$ cat config.mk
export PLATFORM = sky130hd
export DESIGN_NAME = adcsp_port
export DESIGN_NICKNAME = d
export VERILOG_FILES = /design/src/hw/adcsp_pkg.sv /design/src/hw/adcsp_port.sv
export VERILOG_INCLUDE_DIRS = /design/src /design/src/hw
export SDC_FILE = /design/constraint.sdc
export NUM_CORES = 1
export LEC_CHECK = 0
export BUFFER_PORTS_ARGS = -buffer_cell sky130_fd_sc_hd__buf_2
export CAP_MARGIN = 25
export CORE_MARGIN = 3
export CORE_UTILIZATION = 40
export DETAILED_ROUTE_END_ITERATION = 16
export HOLD_SLACK_MARGIN = 0.15
export PLACE_DENSITY = 0.56
export SETUP_SLACK_MARGIN = 0.4
export SYNTH_ARGS = -nofsm -noshare
export SYNTH_HDL_FRONTEND = slang
export SYNTH_SLANG_ARGS = --single-unit
$ cat constraint.sdc
create_clock -name mclk -period 4.81 [get_ports mclk]
set_clock_uncertainty 0.15 [all_clocks]
set_input_delay 0.7215 -clock mclk [delete_from_list [all_inputs] [get_ports mclk]]
set_output_delay 0.7215 -clock mclk [all_outputs]
set_load 0.03 [all_outputs]
$ cat src/hw/adcsp_defs.svh
// adcsp_defs.svh: timing counts, bit counts and reset values of the converter serial port
`ifndef ADCSP_DEFS_SVH
`define ADCSP_DEFS_SVH

// ----------------------------------------------------------------------------
// clock and status-test timing
// ----------------------------------------------------------------------------
`define ADCSP_CLK_MHZ             125
`define ADCSP_STATUS_TEST_DELAY_US 12
`define ADCSP_STATUS_TEST_CYC     ((`ADCSP_STATUS_TEST_DELAY_US) * (`ADCSP_CLK_MHZ))

// ----------------------------------------------------------------------------
// transfer framing
// ----------------------------------------------------------------------------
`define ADCSP_XFER_BITS           24
`define ADCSP_RES_BITS            23
`define ADCSP_CFG_BITS            8
`define ADCSP_SCK_HALF_CYC        10
`define ADCSP_CONV_CYC            1000000
`define ADCSP_FIFO_DEPTH          8

// ----------------------------------------------------------------------------
// reset values
// ----------------------------------------------------------------------------
`define ADCSP_RST_SCK             1'b1
`define ADCSP_RST_SDO             1'b1
`define ADCSP_RST_PULLUP          1'b1

`endif

$ cat src/hw/adcsp_pkg.sv
// adcsp_pkg: types shared by the converter serial port
package adcsp_pkg;

  // ----------------------------------------------------------------------------
  // port sequencer states, one-hot
  // ----------------------------------------------------------------------------
  typedef enum logic [2:0]
  {
    ST_CONV  = 3'b001,  // converting, busy flag high
    ST_SLEEP = 3'b010,  // result held, low power or status test
    ST_XFER  = 3'b100   // shifting the result out
  } adcsp_state_t;

endpackage : adcsp_pkg

$ cat src/hw/adcsp_port.sv
// adcsp_port: result fifo and internal-clock serial output port of the converter
// Behaviour
// - clock pin high at select fall picks internal
// - weak pull-up on clock pin at select fall
// - data output high impedance while select high
// - select low: clock low, busy flag out
// - finished status test leaves sleep meanwhile
// - status test delay then clock and data
// - sample input rising, shift output falling, 24
// - after 24th: data high, clock high, convert
// - select rise mid-transfer aborts and converts
// - partial configuration discarded, old one kept
// - select rise while clock low loses internal
// - pull-up off while clock pin is low, save at select rise after asleep test
// - select high after asleep test restores pull-up
// - pull-up on in reset, mode from pin
// - continuous: both high converting, low done
// - continuous: half clock asleep then transfer
// - continuous: after 24th data high, clock high
// - sleep on completion regardless of select
`include "adcsp_defs.svh"

// ----------------------------------------------------------------------------
// result fifo
// ----------------------------------------------------------------------------
module adcsp_fifo #(
  parameter int WIDTH = `ADCSP_RES_BITS,
  parameter int DEPTH = `ADCSP_FIFO_DEPTH
) (
  input  wire logic             mclk,
  input  wire logic             srst,
  input  wire logic [WIDTH-1:0] inData,
  input  wire logic             inValid,
  output logic                  inReady,
  output logic      [WIDTH-1:0] outData,
  output logic                  outValid,
  input  wire logic             outReady
);
  localparam int AW = (DEPTH > 1) ? $clog2(DEPTH) : 1;

  logic [WIDTH-1:0] mem [DEPTH];      // storage words
  logic [AW-1:0]    wrPtr_r;          // next slot to fill
  logic [AW-1:0]    rdPtr_r;          // oldest word
  logic [AW:0]      count_r;          // words held
  logic             inReady_r;        // registered not-full
  logic             push;
  logic             pop;

  assign push     = inValid && inReady_r;
  assign pop      = outReady && (count_r != '0);
  assign inReady  = inReady_r;
  assign outValid = (count_r != '0);
  assign outData  = mem[rdPtr_r];

  // pointer wrap for depths that are not a power of two
  function automatic logic [AW-1:0] bump(input logic [AW-1:0] p);
    bump = (p == AW'(DEPTH - 1)) ? '0 : p + 1'b1;
  endfunction : bump

  // storage write, no reset needed on data
  always_ff @(posedge mclk)
  begin
    if (push)
    begin
      mem[wrPtr_r] <= inData;
    end
  end

  // pointers and fill level; ready drops in the same cycle that the fill level reaches full
  always_ff @(posedge mclk)
  begin
    if (srst)
    begin
      wrPtr_r   <= '0;
      rdPtr_r   <= '0;
      count_r   <= '0;
      inReady_r <= 1'b1;
    end
    else
    begin
      if (push)
      begin
        wrPtr_r <= bump(wrPtr_r);
      end
      if (pop)
      begin
        rdPtr_r <= bump(rdPtr_r);
      end
      if (push && !pop)
      begin
        count_r   <= count_r + 1'b1;
        inReady_r <= (count_r + 1'b1) < (AW+1)'(DEPTH);
      end
      else if (pop && !push)
      begin
        count_r   <= count_r - 1'b1;
        inReady_r <= 1'b1;
      end
    end
  end
endmodule : adcsp_fifo

// ----------------------------------------------------------------------------
// serial port top
// ----------------------------------------------------------------------------
module adcsp_port #(
  parameter int RES_BITS   = `ADCSP_RES_BITS,     // result bits after the busy flag
  parameter int CFG_BITS   = `ADCSP_CFG_BITS,     // input bits, last is the speed select
  parameter int SCK_HALF   = `ADCSP_SCK_HALF_CYC, // half internal clock period, cycles
  parameter int CONV_CYC   = `ADCSP_CONV_CYC,     // conversion length, cycles
  parameter int FIFO_DEPTH = `ADCSP_FIFO_DEPTH
) (
  input  wire logic                mclk,
  input  wire logic                srst,
  input  wire logic                csN,          // chip select pin, async
  input  wire logic                sdi,          // data input pin, async
  input  wire logic                sckIn,        // clock pin level, async
  output logic                     sckOut,       // clock pin drive value
  output logic                     sckOe,        // clock pin drive enable
  output logic                     sckPullUpEn,  // weak pull-up enable
  output logic                     sdoOut,       // data output value
  output logic                     sdoOe,        // data output enable
  input  wire logic [RES_BITS-1:0] resData,      // result word from the core
  input  wire logic                resValid,
  output logic                     resReady,
  output logic                     convStart,    // pulse: new conversion begins
  output logic                     sleepMode,    // low power sleep
  output logic                     intSckMode,   // internal clock mode selected
  output logic [CFG_BITS-1:0]      cfgWord,      // last fully loaded configuration
  output logic                     cfgLoad       // pulse: cfgWord updated
);
  localparam logic [15:0] TEST_CYC = 16'(`ADCSP_STATUS_TEST_CYC);
  localparam logic [15:0] HALF_CYC = 16'(SCK_HALF);

  // synchronisers, first stage read by second stage only
  logic csS1_r, csS2_r, csPrev_r;
  logic sckS1_r, sckS2_r;
  logic sdiS1_r, sdiS2_r;

  adcsp_pkg::adcsp_state_t state_r;  // sequencer state
  logic [31:0]         convCnt_r;    // conversion timer
  logic [15:0]         timer_r;      // sleep / status test timer
  logic [15:0]         halfCnt_r;    // internal clock half period
  logic [5:0]          bitCnt_r;     // rising edges seen
  logic [RES_BITS-1:0] shift_r;      // result shift register
  logic [CFG_BITS-1:0] cfgShift_r;   // partial configuration
  logic [7:0]          cfgCnt_r;     // configuration bits loaded
  logic [CFG_BITS-1:0] cfgWord_r;
  logic                cfgLoad_r;
  logic [1:0]          por_r;        // cycles since reset release
  logic                intMode_r;    // internal clock mode
  logic                contMode_r;   // continuous three-wire mode
  logic                testAsleep_r; // status test found a result
  logic                pullUp_r;
  logic                sckOut_r, sckOe_r, sdoOut_r, sdoOe_r;
  logic                convStart_r, sleep_r;

  logic csLow, csFall, csRise;
  logic tick, sckRise, sckFall, lastRise, abortX, convDone, pullSet;
  logic [RES_BITS-1:0] fifoData;
  logic fifoValid;

  assign csLow    = !csS2_r;
  assign csFall   = csPrev_r && !csS2_r;
  assign csRise   = !csPrev_r && csS2_r;
  assign tick     = (state_r == adcsp_pkg::ST_XFER) && (halfCnt_r == HALF_CYC - 16'h0001);
  assign sckRise  = tick && !sckOut_r;
  assign sckFall  = tick && sckOut_r;
  assign lastRise = sckRise && (bitCnt_r == 6'(`ADCSP_XFER_BITS - 1));
  assign abortX   = (state_r == adcsp_pkg::ST_XFER) && csRise && !contMode_r;
  // completion waits for a result word, so a slow core stalls the converter
  assign convDone = (state_r == adcsp_pkg::ST_CONV) && (convCnt_r >= 32'(CONV_CYC - 1)) && fifoValid;
  assign pullSet  = csRise && testAsleep_r;

  assign sckOut      = sckOut_r;
  assign sckOe       = sckOe_r;
  assign sckPullUpEn = pullUp_r;
  assign sdoOut      = sdoOut_r;
  assign sdoOe       = sdoOe_r;
  assign convStart   = convStart_r;
  assign sleepMode   = sleep_r;
  assign intSckMode  = intMode_r;
  assign cfgWord     = cfgWord_r;
  assign cfgLoad     = cfgLoad_r;

  // result words wait here until a conversion completes
  adcsp_fifo #(.WIDTH(RES_BITS), .DEPTH(FIFO_DEPTH)) resFifo (
    .mclk     (mclk),
    .srst     (srst),
    .inData   (resData),
    .inValid  (resValid),
    .inReady  (resReady),
    .outData  (fifoData),
    .outValid (fifoValid),
    .outReady (convDone)
  );

  // ----------------------------------------------------------------------------
  // pin synchronisers
  // ----------------------------------------------------------------------------
  // idle levels in reset so no false select edge at release
  always_ff @(posedge mclk)
  begin
    if (srst)
    begin
      csS1_r <= 1'b1; csS2_r <= 1'b1; csPrev_r <= 1'b1;
      sckS1_r <= 1'b1; sckS2_r <= 1'b1;
      sdiS1_r <= 1'b0; sdiS2_r <= 1'b0;
    end
    else
    begin
      csS1_r <= csN;   csS2_r <= csS1_r;  csPrev_r <= csS2_r;
      sckS1_r <= sckIn; sckS2_r <= sckS1_r;
      sdiS1_r <= sdi;  sdiS2_r <= sdiS1_r;
    end
  end

  // ----------------------------------------------------------------------------
  // clock mode selection
  // ----------------------------------------------------------------------------
  // pin level is caught two cycles after release, once the synchroniser is valid
  always_ff @(posedge mclk)
  begin
    if (srst)
    begin
      por_r      <= 2'h0;
      intMode_r  <= 1'b0;
      contMode_r <= 1'b0;
    end
    else
    begin
      if (por_r != 2'h3)
      begin
        por_r <= por_r + 2'h1;
      end
      if (por_r == 2'h2)
      begin
        intMode_r  <= sckS2_r;
        contMode_r <= sckS2_r;
      end
      else if (csFall)
      begin
        // a pin left low by an earlier abort lands us in external mode
        intMode_r  <= sckS2_r;
        contMode_r <= 1'b0;
      end
      else if (csRise)
      begin
        contMode_r <= 1'b0;
      end
    end
  end

  // ----------------------------------------------------------------------------
  // conversion and transfer sequencer
  // ----------------------------------------------------------------------------
  always_ff @(posedge mclk)
  begin
    if (srst)
    begin
      state_r      <= adcsp_pkg::ST_CONV;
      convCnt_r    <= '0;
      timer_r      <= '0;
      halfCnt_r    <= '0;
      bitCnt_r     <= '0;
      shift_r      <= '0;
      convStart_r  <= 1'b0;
      sleep_r      <= 1'b0;
      testAsleep_r <= 1'b0;
    end
    else
    begin
      convStart_r <= 1'b0;
      case (state_r)
        adcsp_pkg::ST_CONV:
        begin
          convCnt_r <= convCnt_r + 32'h1;
          if (convDone)
          begin
            state_r <= adcsp_pkg::ST_SLEEP;
            shift_r <= fifoData;
            sleep_r <= 1'b1;
            timer_r <= '0;
          end
        end
        adcsp_pkg::ST_SLEEP:
        begin
          if (intMode_r && csLow)
          begin
            // delay runs from select fall or from entering sleep with select low
            sleep_r      <= contMode_r;
            testAsleep_r <= !contMode_r;
            timer_r      <= timer_r + 16'h0001;
            if (timer_r == (contMode_r ? HALF_CYC : TEST_CYC) - 16'h0001)
            begin
              state_r      <= adcsp_pkg::ST_XFER;
              halfCnt_r    <= '0;
              bitCnt_r     <= '0;
              testAsleep_r <= 1'b0;
              sleep_r      <= 1'b0;
            end
          end
          else
          begin
            // select back high before the first edge keeps the result
            timer_r      <= '0;
            sleep_r      <= 1'b1;
            testAsleep_r <= 1'b0;
          end
        end
        adcsp_pkg::ST_XFER:
        begin
          halfCnt_r <= tick ? 16'h0000 : halfCnt_r + 16'h0001;
          if (sckFall)
          begin
            shift_r <= {shift_r[RES_BITS-2:0], 1'b1};
          end
          if (sckRise)
          begin
            bitCnt_r <= bitCnt_r + 6'h01;
          end
          if (lastRise || abortX)
          begin
            state_r     <= adcsp_pkg::ST_CONV;
            convCnt_r   <= '0;
            convStart_r <= 1'b1;
          end
        end
        default:
        begin
          state_r <= adcsp_pkg::ST_CONV;
        end
      endcase
    end
  end

  // ----------------------------------------------------------------------------
  // clock and data pins
  // ----------------------------------------------------------------------------
  always_ff @(posedge mclk)
  begin
    if (srst)
    begin
      sckOut_r <= `ADCSP_RST_SCK;
      sckOe_r  <= 1'b0;
      sdoOut_r <= `ADCSP_RST_SDO;
      sdoOe_r  <= 1'b0;
    end
    else
    begin
      sdoOe_r <= csLow;
      // the mode picked at this select fall gates the drive too, so an outside low is never fought
      sckOe_r <= (csFall ? sckS2_r : intMode_r) && csLow;
      if (lastRise || abortX)
      begin
        // data holds across the last rise so the host still takes the final bit
        sckOut_r <= 1'b1;
      end
      else if (sckRise)
      begin
        sckOut_r <= 1'b1;
      end
      else if (sckFall)
      begin
        sckOut_r <= 1'b0;
        sdoOut_r <= shift_r[RES_BITS-1];
      end
      else if (convDone)
      begin
        sdoOut_r <= 1'b0;
        if (contMode_r)
        begin
          sckOut_r <= 1'b0;
        end
      end
      else if (convStart_r)
      begin
        // busy shown one cycle after the transfer ends
        sdoOut_r <= 1'b1;
      end
      else if (por_r == 2'h2)
      begin
        // a select held low shows a fall here too; the reset pick of the mode wins
        sckOut_r <= 1'b1;
      end
      else if (csFall)
      begin
        sckOut_r <= 1'b0;
        sdoOut_r <= (state_r != adcsp_pkg::ST_SLEEP);
      end
    end
  end

  // ----------------------------------------------------------------------------
  // configuration input
  // ----------------------------------------------------------------------------
  // the word is taken only once its last bit is in; an abort simply drops it
  always_ff @(posedge mclk)
  begin
    if (srst)
    begin
      cfgShift_r <= '0;
      cfgCnt_r   <= '0;
      cfgWord_r  <= '0;
      cfgLoad_r  <= 1'b0;
    end
    else
    begin
      cfgLoad_r <= 1'b0;
      if (state_r != adcsp_pkg::ST_XFER)
      begin
        cfgCnt_r <= '0;
      end
      else if (sckRise && !abortX && (cfgCnt_r < 8'(CFG_BITS)))
      begin
        cfgShift_r <= {cfgShift_r[CFG_BITS-2:0], sdiS2_r};
        cfgCnt_r   <= cfgCnt_r + 8'h01;
        if (cfgCnt_r == 8'(CFG_BITS - 1))
        begin
          cfgWord_r <= {cfgShift_r[CFG_BITS-2:0], sdiS2_r};
          cfgLoad_r <= 1'b1;
        end
      end
    end
  end

  // ----------------------------------------------------------------------------
  // clock pin pull-up
  // ----------------------------------------------------------------------------
  // a low pin, ours or anyone's, turns the pull-up off; a heavy load may still hold it low
  always_ff @(posedge mclk)
  begin
    if (srst)
    begin
      pullUp_r <= `ADCSP_RST_PULLUP;
    end
    else if (pullSet)
    begin
      pullUp_r <= 1'b1;
    end
    else if (!sckS2_r)
    begin
      pullUp_r <= 1'b0;
    end
    else
    begin
      pullUp_r <= 1'b1;
    end
  end

  // ----------------------------------------------------------------------------
  // assertions
  // ----------------------------------------------------------------------------
  modeSel_a: assert property (@(posedge mclk) disable iff (srst)
    csFall && (por_r == 2'h3) |=> intMode_r == $past(sckS2_r))
    else $error("clock mode not taken from pin at select fall");

  pullOff_a: assert property (@(posedge mclk) disable iff (srst)
    !sckS2_r && !pullSet |=> !pullUp_r)
    else $error("pull-up stays on with clock pin low");

  sdoHiZ_a: assert property (@(posedge mclk) disable iff (srst)
    csS2_r ##1 csS2_r |-> !sdoOe_r)
    else $error("data output driven while select high");

  testDelay_a: assert property (@(posedge mclk) disable iff (srst)
    (state_r == adcsp_pkg::ST_XFER) && ($past(state_r) == adcsp_pkg::ST_SLEEP) && !contMode_r
      |-> $past(timer_r) == TEST_CYC - 16'h0001)
    else $error("status test delay wrong");

  xferEnd_a: assert property (@(posedge mclk) disable iff (srst)
    lastRise |=> (state_r == adcsp_pkg::ST_CONV) && sckOut_r && convStart_r ##1 sdoOut_r)
    else $error("transfer end not followed by conversion");

  abortConv_a: assert property (@(posedge mclk) disable iff (srst)
    abortX |=> (state_r == adcsp_pkg::ST_CONV) && convStart_r && (convCnt_r == 32'h0))
    else $error("abort did not start a conversion");

  cfgKeep_a: assert property (@(posedge mclk) disable iff (srst)
    abortX && (cfgCnt_r < 8'(CFG_BITS)) |=> $stable(cfgWord_r) && !cfgLoad_r)
    else $error("partial configuration taken");

  contLevel_a: assert property (@(posedge mclk) disable iff (srst)
    contMode_r && convDone |=> !sdoOut_r && !sckOut_r ##1 (sdoOut_r == 1'b0))
    else $error("continuous completion not signalled low");

  autoSleep_a: assert property (@(posedge mclk) disable iff (srst)
    convDone |=> (state_r == adcsp_pkg::ST_SLEEP) && sleep_r)
    else $error("no sleep after completion");
endmodule : adcsp_port

# ---- Yosys cells after proc, flatten, opt, wreduce, memory -nomap -nowiden
# Memory sizes are Yosys's and may differ from the RTL's. A register that Yosys moved wholly into a read port is not among the register bits.
# Cells that the tools add are included.
dict set report totals {
  register_bits 150
  ram_bits 184
  output_inout_bits 18
  n_memories 1
}
# memory words word_bits rd rd_ports_with_merged_regs wr line
set memory_table {}
lappend memory_table {resFifo.mem 8 23 1 1 1 adcsp_port.sv:41} ;# logic [WIDTH-1:0] mem [DEPTH];
dict set report op_classes {
  add_sub_neg 11
  n_lt_le_gt_ge 3
  eq_ne 22
  mux 57
  bitwise 5
  n_reduce_logical 50
}
# operator count
set op_table {}
lappend op_table {{$mux W16} 5}
lappend op_table {{$pmux W16 S2} 2}
lappend op_table {{$pmux W32 S2} 1}
lappend op_table {{$mux W23} 2}
lappend op_table {{$pmux W23 S2} 1}
lappend op_table {{$add A16 B1 Y16 const B} 2}
lappend op_table {{$add A32 B1 Y32 const B} 1}
lappend op_table {{$ge A32 B20 Y1 const B} 1}
lappend op_table {{$mux W32} 1}
lappend op_table {{$mux W1} 28}
lappend op_table {{$mux W3} 8}
lappend op_table {{$logic_and A1 B1 Y1} 19}
lappend op_table {{$mux W6} 3}
lappend op_table {{$eq A16 B16 Y1} 1}
lappend op_table {{$eq A16 B4 Y1 const B} 1}
lappend op_table {{$pmux W6 S2} 1}
lappend op_table {{$reduce_and A3 Y1} 4}
lappend op_table {{$reduce_and A4 Y1} 3}
lappend op_table {{$reduce_bool A4 Y1} 3}
lappend op_table {{$sub A11 B1 Y12 const B} 1}
lappend op_table {{$mux W11} 1}
lappend op_table {{$ne A2 B2 Y1 const B} 5}
lappend op_table {{$eq A3 B3 Y1 const B} 3}
lappend op_table {{$pmux W3 S3} 1}
lappend op_table {{other kinds (28)} 50}

# ---- Longest topological paths before layout
# Gate-level depths: netlist of the first run.
dict set report depth {
  depth_word 9
  depth_mapped 11
  mapped_depth_nobuf 11
}

# ---- Hierarchy
# A second synthesis of the first run with hierarchy kept.
dict set report unflattened {
  cells_unflattened 1094
  area_unflattened_um2 14273.7
}
# mod instances cells_per_inst area_per_inst_um2 seq_area_each_um2
set by_module_without_submodules {}
lappend by_module_without_submodules {adcsp_fifo 1 350 7762.4 5805.6}
lappend by_module_without_submodules {adcsp_port 1 744 6511.2 2782.7}

# ---- Least setup slack after synthesis of the first run
# Ideal clock, no wire load.
dict set report synth_path {
  kind {input -> register}
  start {input resValid}
  end {memory resFifo.mem[0][0] (netlist bit) (enable)}
  arrival_time_ps 3129
  required_time_ps 4198
  path_slack_ps 1070
  stages 2
  path_cell_list {nand2_1 -> nor4_1}
}
dict set report synth_via {
  elab_chain_cells 3
}
# item line
set synth_lines {}
lappend synth_lines {{start, declared} adcsp_port.sv:124} ;# input wire logic resValid,
lappend synth_lines {{$logic_and A1 B1 Y1} adcsp_port.sv:49} ;# assign push = inValid && inReady_r;
lappend synth_lines {{$mux W1} adcsp_port.sv:63} ;# if (push)
lappend synth_lines {{$mux W1 (not written as such)} adcsp_port.sv:65} ;# mem[wrPtr_r] <= inData;
lappend synth_lines {{end, declared} adcsp_port.sv:41}
# Every way passes these cells.

# ---- Final worst setup path of the first run
dict set report layout_path {
  start {register resFifo.count_r[0]}
  end {register resFifo.count_r[3]}
}
dict set report layout_via {
  elab_chain_cells 6
}
# item line
set layout_lines {}
lappend layout_lines {{start, declared} adcsp_port.sv:44} ;# logic [AW:0] count_r;
lappend layout_lines {{start signal, assigned} adcsp_port.sv:91} ;# count_r <= count_r + 1'b1;
lappend layout_lines {{start signal, assigned} adcsp_port.sv:96} ;# count_r <= count_r - 1'b1;
lappend layout_lines {{branches (longest 6 deep; another with $sub A4 B1 Y4)} -}
# Several ways; the timed one is not identified. The select of a mux whose other input is x is not followed.
# A chain may end at the register's enable or synchronous reset.

==> summary.md, run 1 <==
| Metric | Value |
|---|---|
| Slew at the pin closest to its max-slew limit | 969 ps |
| Post-synthesis register bit count | 337 |
| Mapped Cells | 1,095 |
| Critical-path cell list | inv_1 -> ha_1 -> nor3b_1 -> or3_1 -> nor2_2 -> inv_1 -> ha_1 -> or4_1 -> a21oi_1 -> xnor2_1 -> nor2_1 |
| Clock transition at path regs | 60 ps |
| Core area | 0.0340 mm^2 |
| Fin crit period | 3000 ps |
| Post-synthesis async set-or-reset flop share | 0% |
| Post-cts repair resize count | 0 |
| CP required | 5050 ps |
| Number of setup buffers added after CTS | 0 |
| Die width | 193 um |
| Root Buffer | clkbuf_16 |
| Syn Nets | 1,141 |
| Max-Cap Viols | 0 |
| Share of cells above drive strength 1 | 17.9% |
| Hold Vio Cnt, Final | 0 |
| Unrepaired setup endpoints after global routing | no |
| GRT Total Usage | 16.0% |
| Max transition margin | 35.2% |
| DRT iter0 DRCs | 431 |
| Synth Flop Type | edfxtp_1 |
| DRT antenna net count | 0 |
| Final nets | 1,190 |
| Gr ovfl total | 0 |
| Number of core rows | 67 |
| Total power | 6.13 mW |
| Skew-Pair Late Insertion Delay | between 500 and 600 ps |
| CTS H-tree depth | 2 |
| Critical path's top delay family | simple AND/OR/NAND/NOR gates |
| IO Count | between 40 and 50 |
| Arrival time at the worst endpoint | approximately 3200 ps |
| Slowest-stage cell, CP | dfxtp_1 |
| Crit Path Class | reg2reg |
| Leakage | about 5 nW |
| WP buf/inv | 2 |
| Clock Path Buffers | 3 |
| Die Height | between 150 and 200 um |
| Post-Syn Area | ~0.014 mm^2 |
| FMAX | 333 MHz |
| Clk sinks | about 340 |
| Mean routed wirelength per cell | 17.8 um |
| CP Launch Type | flip-flop |
| Status | completed |
| Final HPWL DP | between 15,000 and 20,000 um |
| Post-synth EDFFs | 184 |
| Hold_buf cts | 0 |
| Final core occ | between 40 and 50% |
| CTS tree | yes |
| Sequential area share after synthesis | 61.6% |
| Placer Congestion | 0.750 |
| CP Capture Type | flip-flop |
| Slowest stage delay, CP | roughly 420 ps |
| I/O Buffers | 46 |
| Worst hold path class | in2reg |
| Yosys warns | 0 |
| Vias in the first global route | 8,607 |
| Layout fillers | 3,048 |
| Syn avg cell area | roughly 13 um^2 |
| N_diodes | 0 |
| Vias | approximately 8.9k |
| Crit-path max FO | 6 |
| Area contributors post-synth | edfxtp_1 40%, dfxtp_1 22%, mux4_2 7.4% |
| TNS Setup | 0 ps |
| Pin count of the biggest net entering global routing | 70 |
| Drc violations | 0 |
| Num CTS Buffers | 37 |
| Post-synth top area share | about two fifths |
| DR pass1 iterations | 5 |
| Die area | around 0.037 mm^2 |
| Initial antenna violation count | 1 |
| Area grow syn2layout | 14.2% |
| First-pass GRT wire length | 47,100 um |
| Initial Util | 41.0% |
| Maximum vdd drop | 0.000263 V |
| Final setup viols | 0 |
| PwrDens | 385 mW/mm^2 |
| Via-to-Cell Ratio | 5.46 |
| Fin crit share | 62.4% |
| Routed WL | between 20,000 and 30,000 um |
| Synth cell types | 70 |
| Leading area contributor after synthesis | edfxtp_1 |
| Slew Limit Fails | 0 |
[sequential cells by signal, indices dropped and copies added (netlist names), 2 cells and up, named ones only]
register and cells:
convCnt_r 32, halfCnt_r 16, bitCnt_r 6, cfgShift_r 7, resFifo.rdPtr_r 3, shift_r 23
cfgWord 8, resFifo.wrPtr_r 3, por_r 2, cfgCnt_r 8, state_r 3, resFifo.mem 184
timer_r 16, resFifo.count_r 4
[final timing paths]
kind,from,end,slack (ps),cells past startpoint
max,resFifo.count_r[0],resFifo.count_r[3],1810,11
min,csN,csS1_r,240,2
max reg2reg,resFifo.count_r[0],resFifo.count_r[3],1810,11
min reg2reg,csS1_r,csS2_r,280,1
[layout make-up]
| class | count | area (um^2) | area share [%] |
|---|---|---|---|
| tap | 448 | 561 | 3.52 |
| sequential | 337 | 8590 | 54.0 |
| clock inverter | 20 | 191 | 1.20 |
| multi-input combinational | 687 | 5070 | 31.9 |
| timing repair buffer | 66 | 410 | 2.58 |
| clock buffer | 48 | 1030 | 6.46 |
| inverter | 15 | 56.3 | 0.354 |
[kinds of logic after synthesis]
group	synth area share (%)
AND/OR/NAND/NOR	12.4
flip-flops	61.6
AO/OA/AOI/OAI	9.61
multiplexers	10.6
buffers and inverters	2.18
XOR/XNOR	2.07
adder cells (fa/ha/maj)	1.53
[where the power goes]
| group | switching [mW] | internal (mW) | leakage (nW) |
|---|---|---|---|
| registers | 0.0297 | 3.09 | 2.91 |
| logic | 0.138 | 0.0747 | 1.63 |
| clock network | 1.12 | 1.68 | 0.603 |
| total | 1.29 | 4.84 | 5.14 |
[stage by stage]
step	cell area (um^2)	hold slack (ps)	setup WS (ps)	instances
2_1_floorplan	13900	239	1070	1095
3_3_place_gp	14600	270	1900	1550
3_5_place_dp	14700	251	1830	1551
4_1_cts	15900	215	1800	1619
5_1_grt	15900	223	1550	1621
6_report	15900	242	1810	1621
[cells in the final DEF (no fill, tap or decap), types with 19 or more instances in the layout]
cell type	instances
a21oi_1	58
a311oi_1	23
buf_2	45
buf_4	19
clkbuf_16	38
dfxtp_1	151
edfxtp_1	184
mux2i_1	44
mux4_2	46
nand2_1	102
nand3_1	21
nor2_1	109
nor3_1	22
o211ai_1	27
o21ai_0	23
xor2_1	20
[synthesized netlist by cell type, types with 3 or more instances]
master	number
xor2_1	20
nand4_1	15
ha_1	17
and3_1	10
a31oi_1	10
a211oi_2	7
o211ai_1	27
o2111ai_1	5
mux2i_1	44
o21ai_0	23
nor4_1	6
buf_1	5
or4_1	4
nor2b_1	4
nand2_1	102
or2_2	7
and4_1	3
clkbuf_1	35
nor3_1	26
nand3_1	21
nand2b_1	7
edfxtp_1	184
and2_1	4
a311oi_1	23
dfxtp_1	153
a21oi_1	58
buf_2	12
mux4_2	46
or3_1	14
o21a_1	3
a21o_1	3
o21ai_1	4
xnor2_1	13
a41oi_1	3
nor2_1	112
a211oi_1	6
inv_1	15
[routing by layer]
| metal | track usage (%) | part of all wire (%) | vias up |
|---|---|---|---|
| met3 | 2.83 | 3.9 | 38 |
| met2 | 26.0 | 47 | 150 |
| li1 | - | - | 4257 |
| met5 | 0 | 0.041 | - |
| met4 | 3.92 | 1.6 | 2 |
| met1 | 22.3 | 47 | 4407 |
(Power assumes the default switching activity.)
==> run 2: changes to the inputs <==
==> constraint.sdc (replaced) <==
create_clock -name mclk -period 2.81 [get_ports mclk]
set_clock_uncertainty 0.15 [all_clocks]
set_input_delay 0.4215 -clock mclk [delete_from_list [all_inputs] [get_ports mclk]]
set_output_delay 0.4215 -clock mclk [all_outputs]
set_load 0.03 [all_outputs]
==> summary.md, run 2 (synthesized netlist as in run 1, its figures left out) <==
| Metric | Value |
|---|---|
| Largest register FFs | 184 (unchanged) |
| Initial antenna violation count | 0 (-1) |
| PwrDens | 621 mW/mm^2 (+61%) |
| Vias | 9,023 (+1.9%) |
| TNS Setup | 0 ps (unchanged) |
| Met3 Usage GRT | 2.82% (-0.018 points) |
| CP required | 3060 ps (-1990 ps) |
| Skew-Pair Late Insertion Delay | 550 ps (+20 ps) |
| Num CTS Buffers | 37 (unchanged) |
| CP Capture Type | flip-flop |
| Clk sinks | 337 (unchanged) |
| Drc violations | 0 (unchanged) |
| Worst hold path class | in2reg |
| Number of core rows | 67 (unchanged) |
| CTS tree | yes |
| Hold path cells | 5 (+3) |
| N_diodes | 0 (unchanged) |
| Initial Util | 41.0% (unchanged) |
| Gr ovfl total | 0 (unchanged) |
| DR pass1 iterations | 5 (unchanged) |
| Core area | 0.0340 mm^2 (unchanged) |
| Hold Vio Cnt, Final | 0 (unchanged) |
| Commonest non-fill, non-tap cell in the layout | edfxtp_1 |
| First-pass GRT wire length | 48,500 um (+3.0%) |
| Top Registers | resFifo.mem (184), convCnt_r (32), shift_r (23) |
| Area grow syn2layout | 20.9% |
| Share of cells above drive strength 1 | 23.1% (+5.2 points) |
| Leakage | 5.53 nW (+7.5%) |
| Maximum vdd drop | 0.000562 V (+110%) |
| Final nets | 1,257 (+5.6%) |
| Cells on worst reg2reg path | 10 (-1) |
| Critical R2R Launch | convCnt_r[18] |
| Hold wc startpoint | resValid |
| Met2 GRT Util | 28.0% (+2.0 points) |
| Fin crit share | 87.2% (+25 points) |
| Fin crit period | 2450 ps (-549 ps) |
| Placer Congestion | 0.769 (+2.4%) |
| Clock transition at path regs | 60 ps (about the same) |
| M1 GR Usage | 22.3% (-0.041 points) |
| Most frequent cells in the layout | 184 x edfxtp_1, 137 x dfxtp_1, 108 x nor2_1 |
| Slew at the pin closest to its max-slew limit | 659 ps (-309 ps) |
| Layout fillers | 3,028 (-0.66%) |
| Arrival time at the worst endpoint | 2700 ps (-540 ps) |
| Die Height | 193 um (unchanged) |
| Most used routing layer | met2 |
| DRT iter0 DRCs | 575 (+33%) |
| Crit-path max FO | 3 (-3) |
| DRT antenna net count | 0 (unchanged) |
| Crit path launch | convCnt_r[18] |
| Clock Path Buffers | 3 (unchanged) |
| Routed WL | 30,700 um (+6.1%) |
| Via-to-Cell Ratio | 5.35 (-2.0%) |
| Pin count of the biggest net entering global routing | 67 (-4.3%) |
| GRT Total Usage | 16.5% (+0.54 points) |
| Mean routed wirelength per cell | 18.2 um (+2.0%) |
| FMAX | 408 MHz (+22%) |
| Largest reg by FF count | resFifo.mem |
| Root Buffer | clkbuf_16 |
| Slew Limit Fails | 0 (unchanged) |
| Final setup viols | 0 (unchanged) |
| CTS H-tree depth | 2 (unchanged) |
| CP Launch Type | flip-flop |
| Final core occ | 49.6% (+2.7 points) |
| Status | completed |
| I/O Buffers | 46 (unchanged) |
| Max-Cap Viols | 0 (unchanged) |
| IO Count | 47 (unchanged) |
| Die width | 193 um (unchanged) |
| Final HPWL DP | 17,000 um (+1.2%) |
| Vias in the first global route | 8,821 (+2.5%) |
| Crit Path Class | reg2reg |
| Unrepaired setup endpoints after global routing | yes |
| Die area | 0.0371 mm^2 (unchanged) |
| Max transition margin | 55.7% (+21 points) |
run 2: through the flow:
stage	instance area, um^2	setup slack, ps	std cells	power [mW]	hold WS, ps
4_1_cts	16500	340	1666	10.6	208
3_5_place_dp	14900	133	1563	5.82	248
6_report	16800	359	1686	10.5	222
3_3_place_gp	14900	237	1563	5.81	252
2_1_floorplan	14000	-207	1095	5.67	239
5_1_grt	16800	272	1686	10.9	248
run 2: what timing repair did:
item	CTS	global route
gates cloned	0	3
hold buffers	27	0
buffers inserted	10	17
pin swaps	9	15
resized for setup	19	43
endpoints found under the hold margin	190	0
setup endpoints to repair	36	98
run 2: per-layer routing:
layer / wire (um) / up-vias
met4: 492 / 0
met3: 1230 / 42
met2: 15100 / 146
li1: - / 4382
met5: 0 / -
met1: 13900 / 4453
run 2: final timing paths:
path                                      endpoint  slack [ps]
worst max-delay path            resFifo.count_r[3]         360
worst min-delay path            resFifo.wrPtr_r[1]         220
worst max register to register  resFifo.count_r[3]         360
worst min register to register              csS2_r         260
run 2: worst max-delay path: stages, from the launching register on:
cell	delay (ps)
dfxtp_2	340
nand4_1	250
a211oi_2	390
a311oi_4	100
nor2_4	150
inv_2	50
ha_4	160
or4_4	410
a21oi_2	140
xnor2_1	120
nor2_1	50
run 2: layout make-up:
class | count | area (um^2) | area share [%]
Timing Repair Buffer | 131 | 1060 | 6.30
Tap cell | 448 | 561 | 3.33
Inverter | 15 | 56.3 | 0.334
Sequential cell | 337 | 8620 | 51.2
Clock buffer | 48 | 987 | 5.86
Clock inverter | 18 | 185 | 1.10
Multi-Input combinational cell | 689 | 5380 | 31.9
run 2: where the power goes:
group,internal [mW],switching (mW)
Clock,2.69,1.98
Combinational,0.188,0.256
Sequential,5.28,0.0514
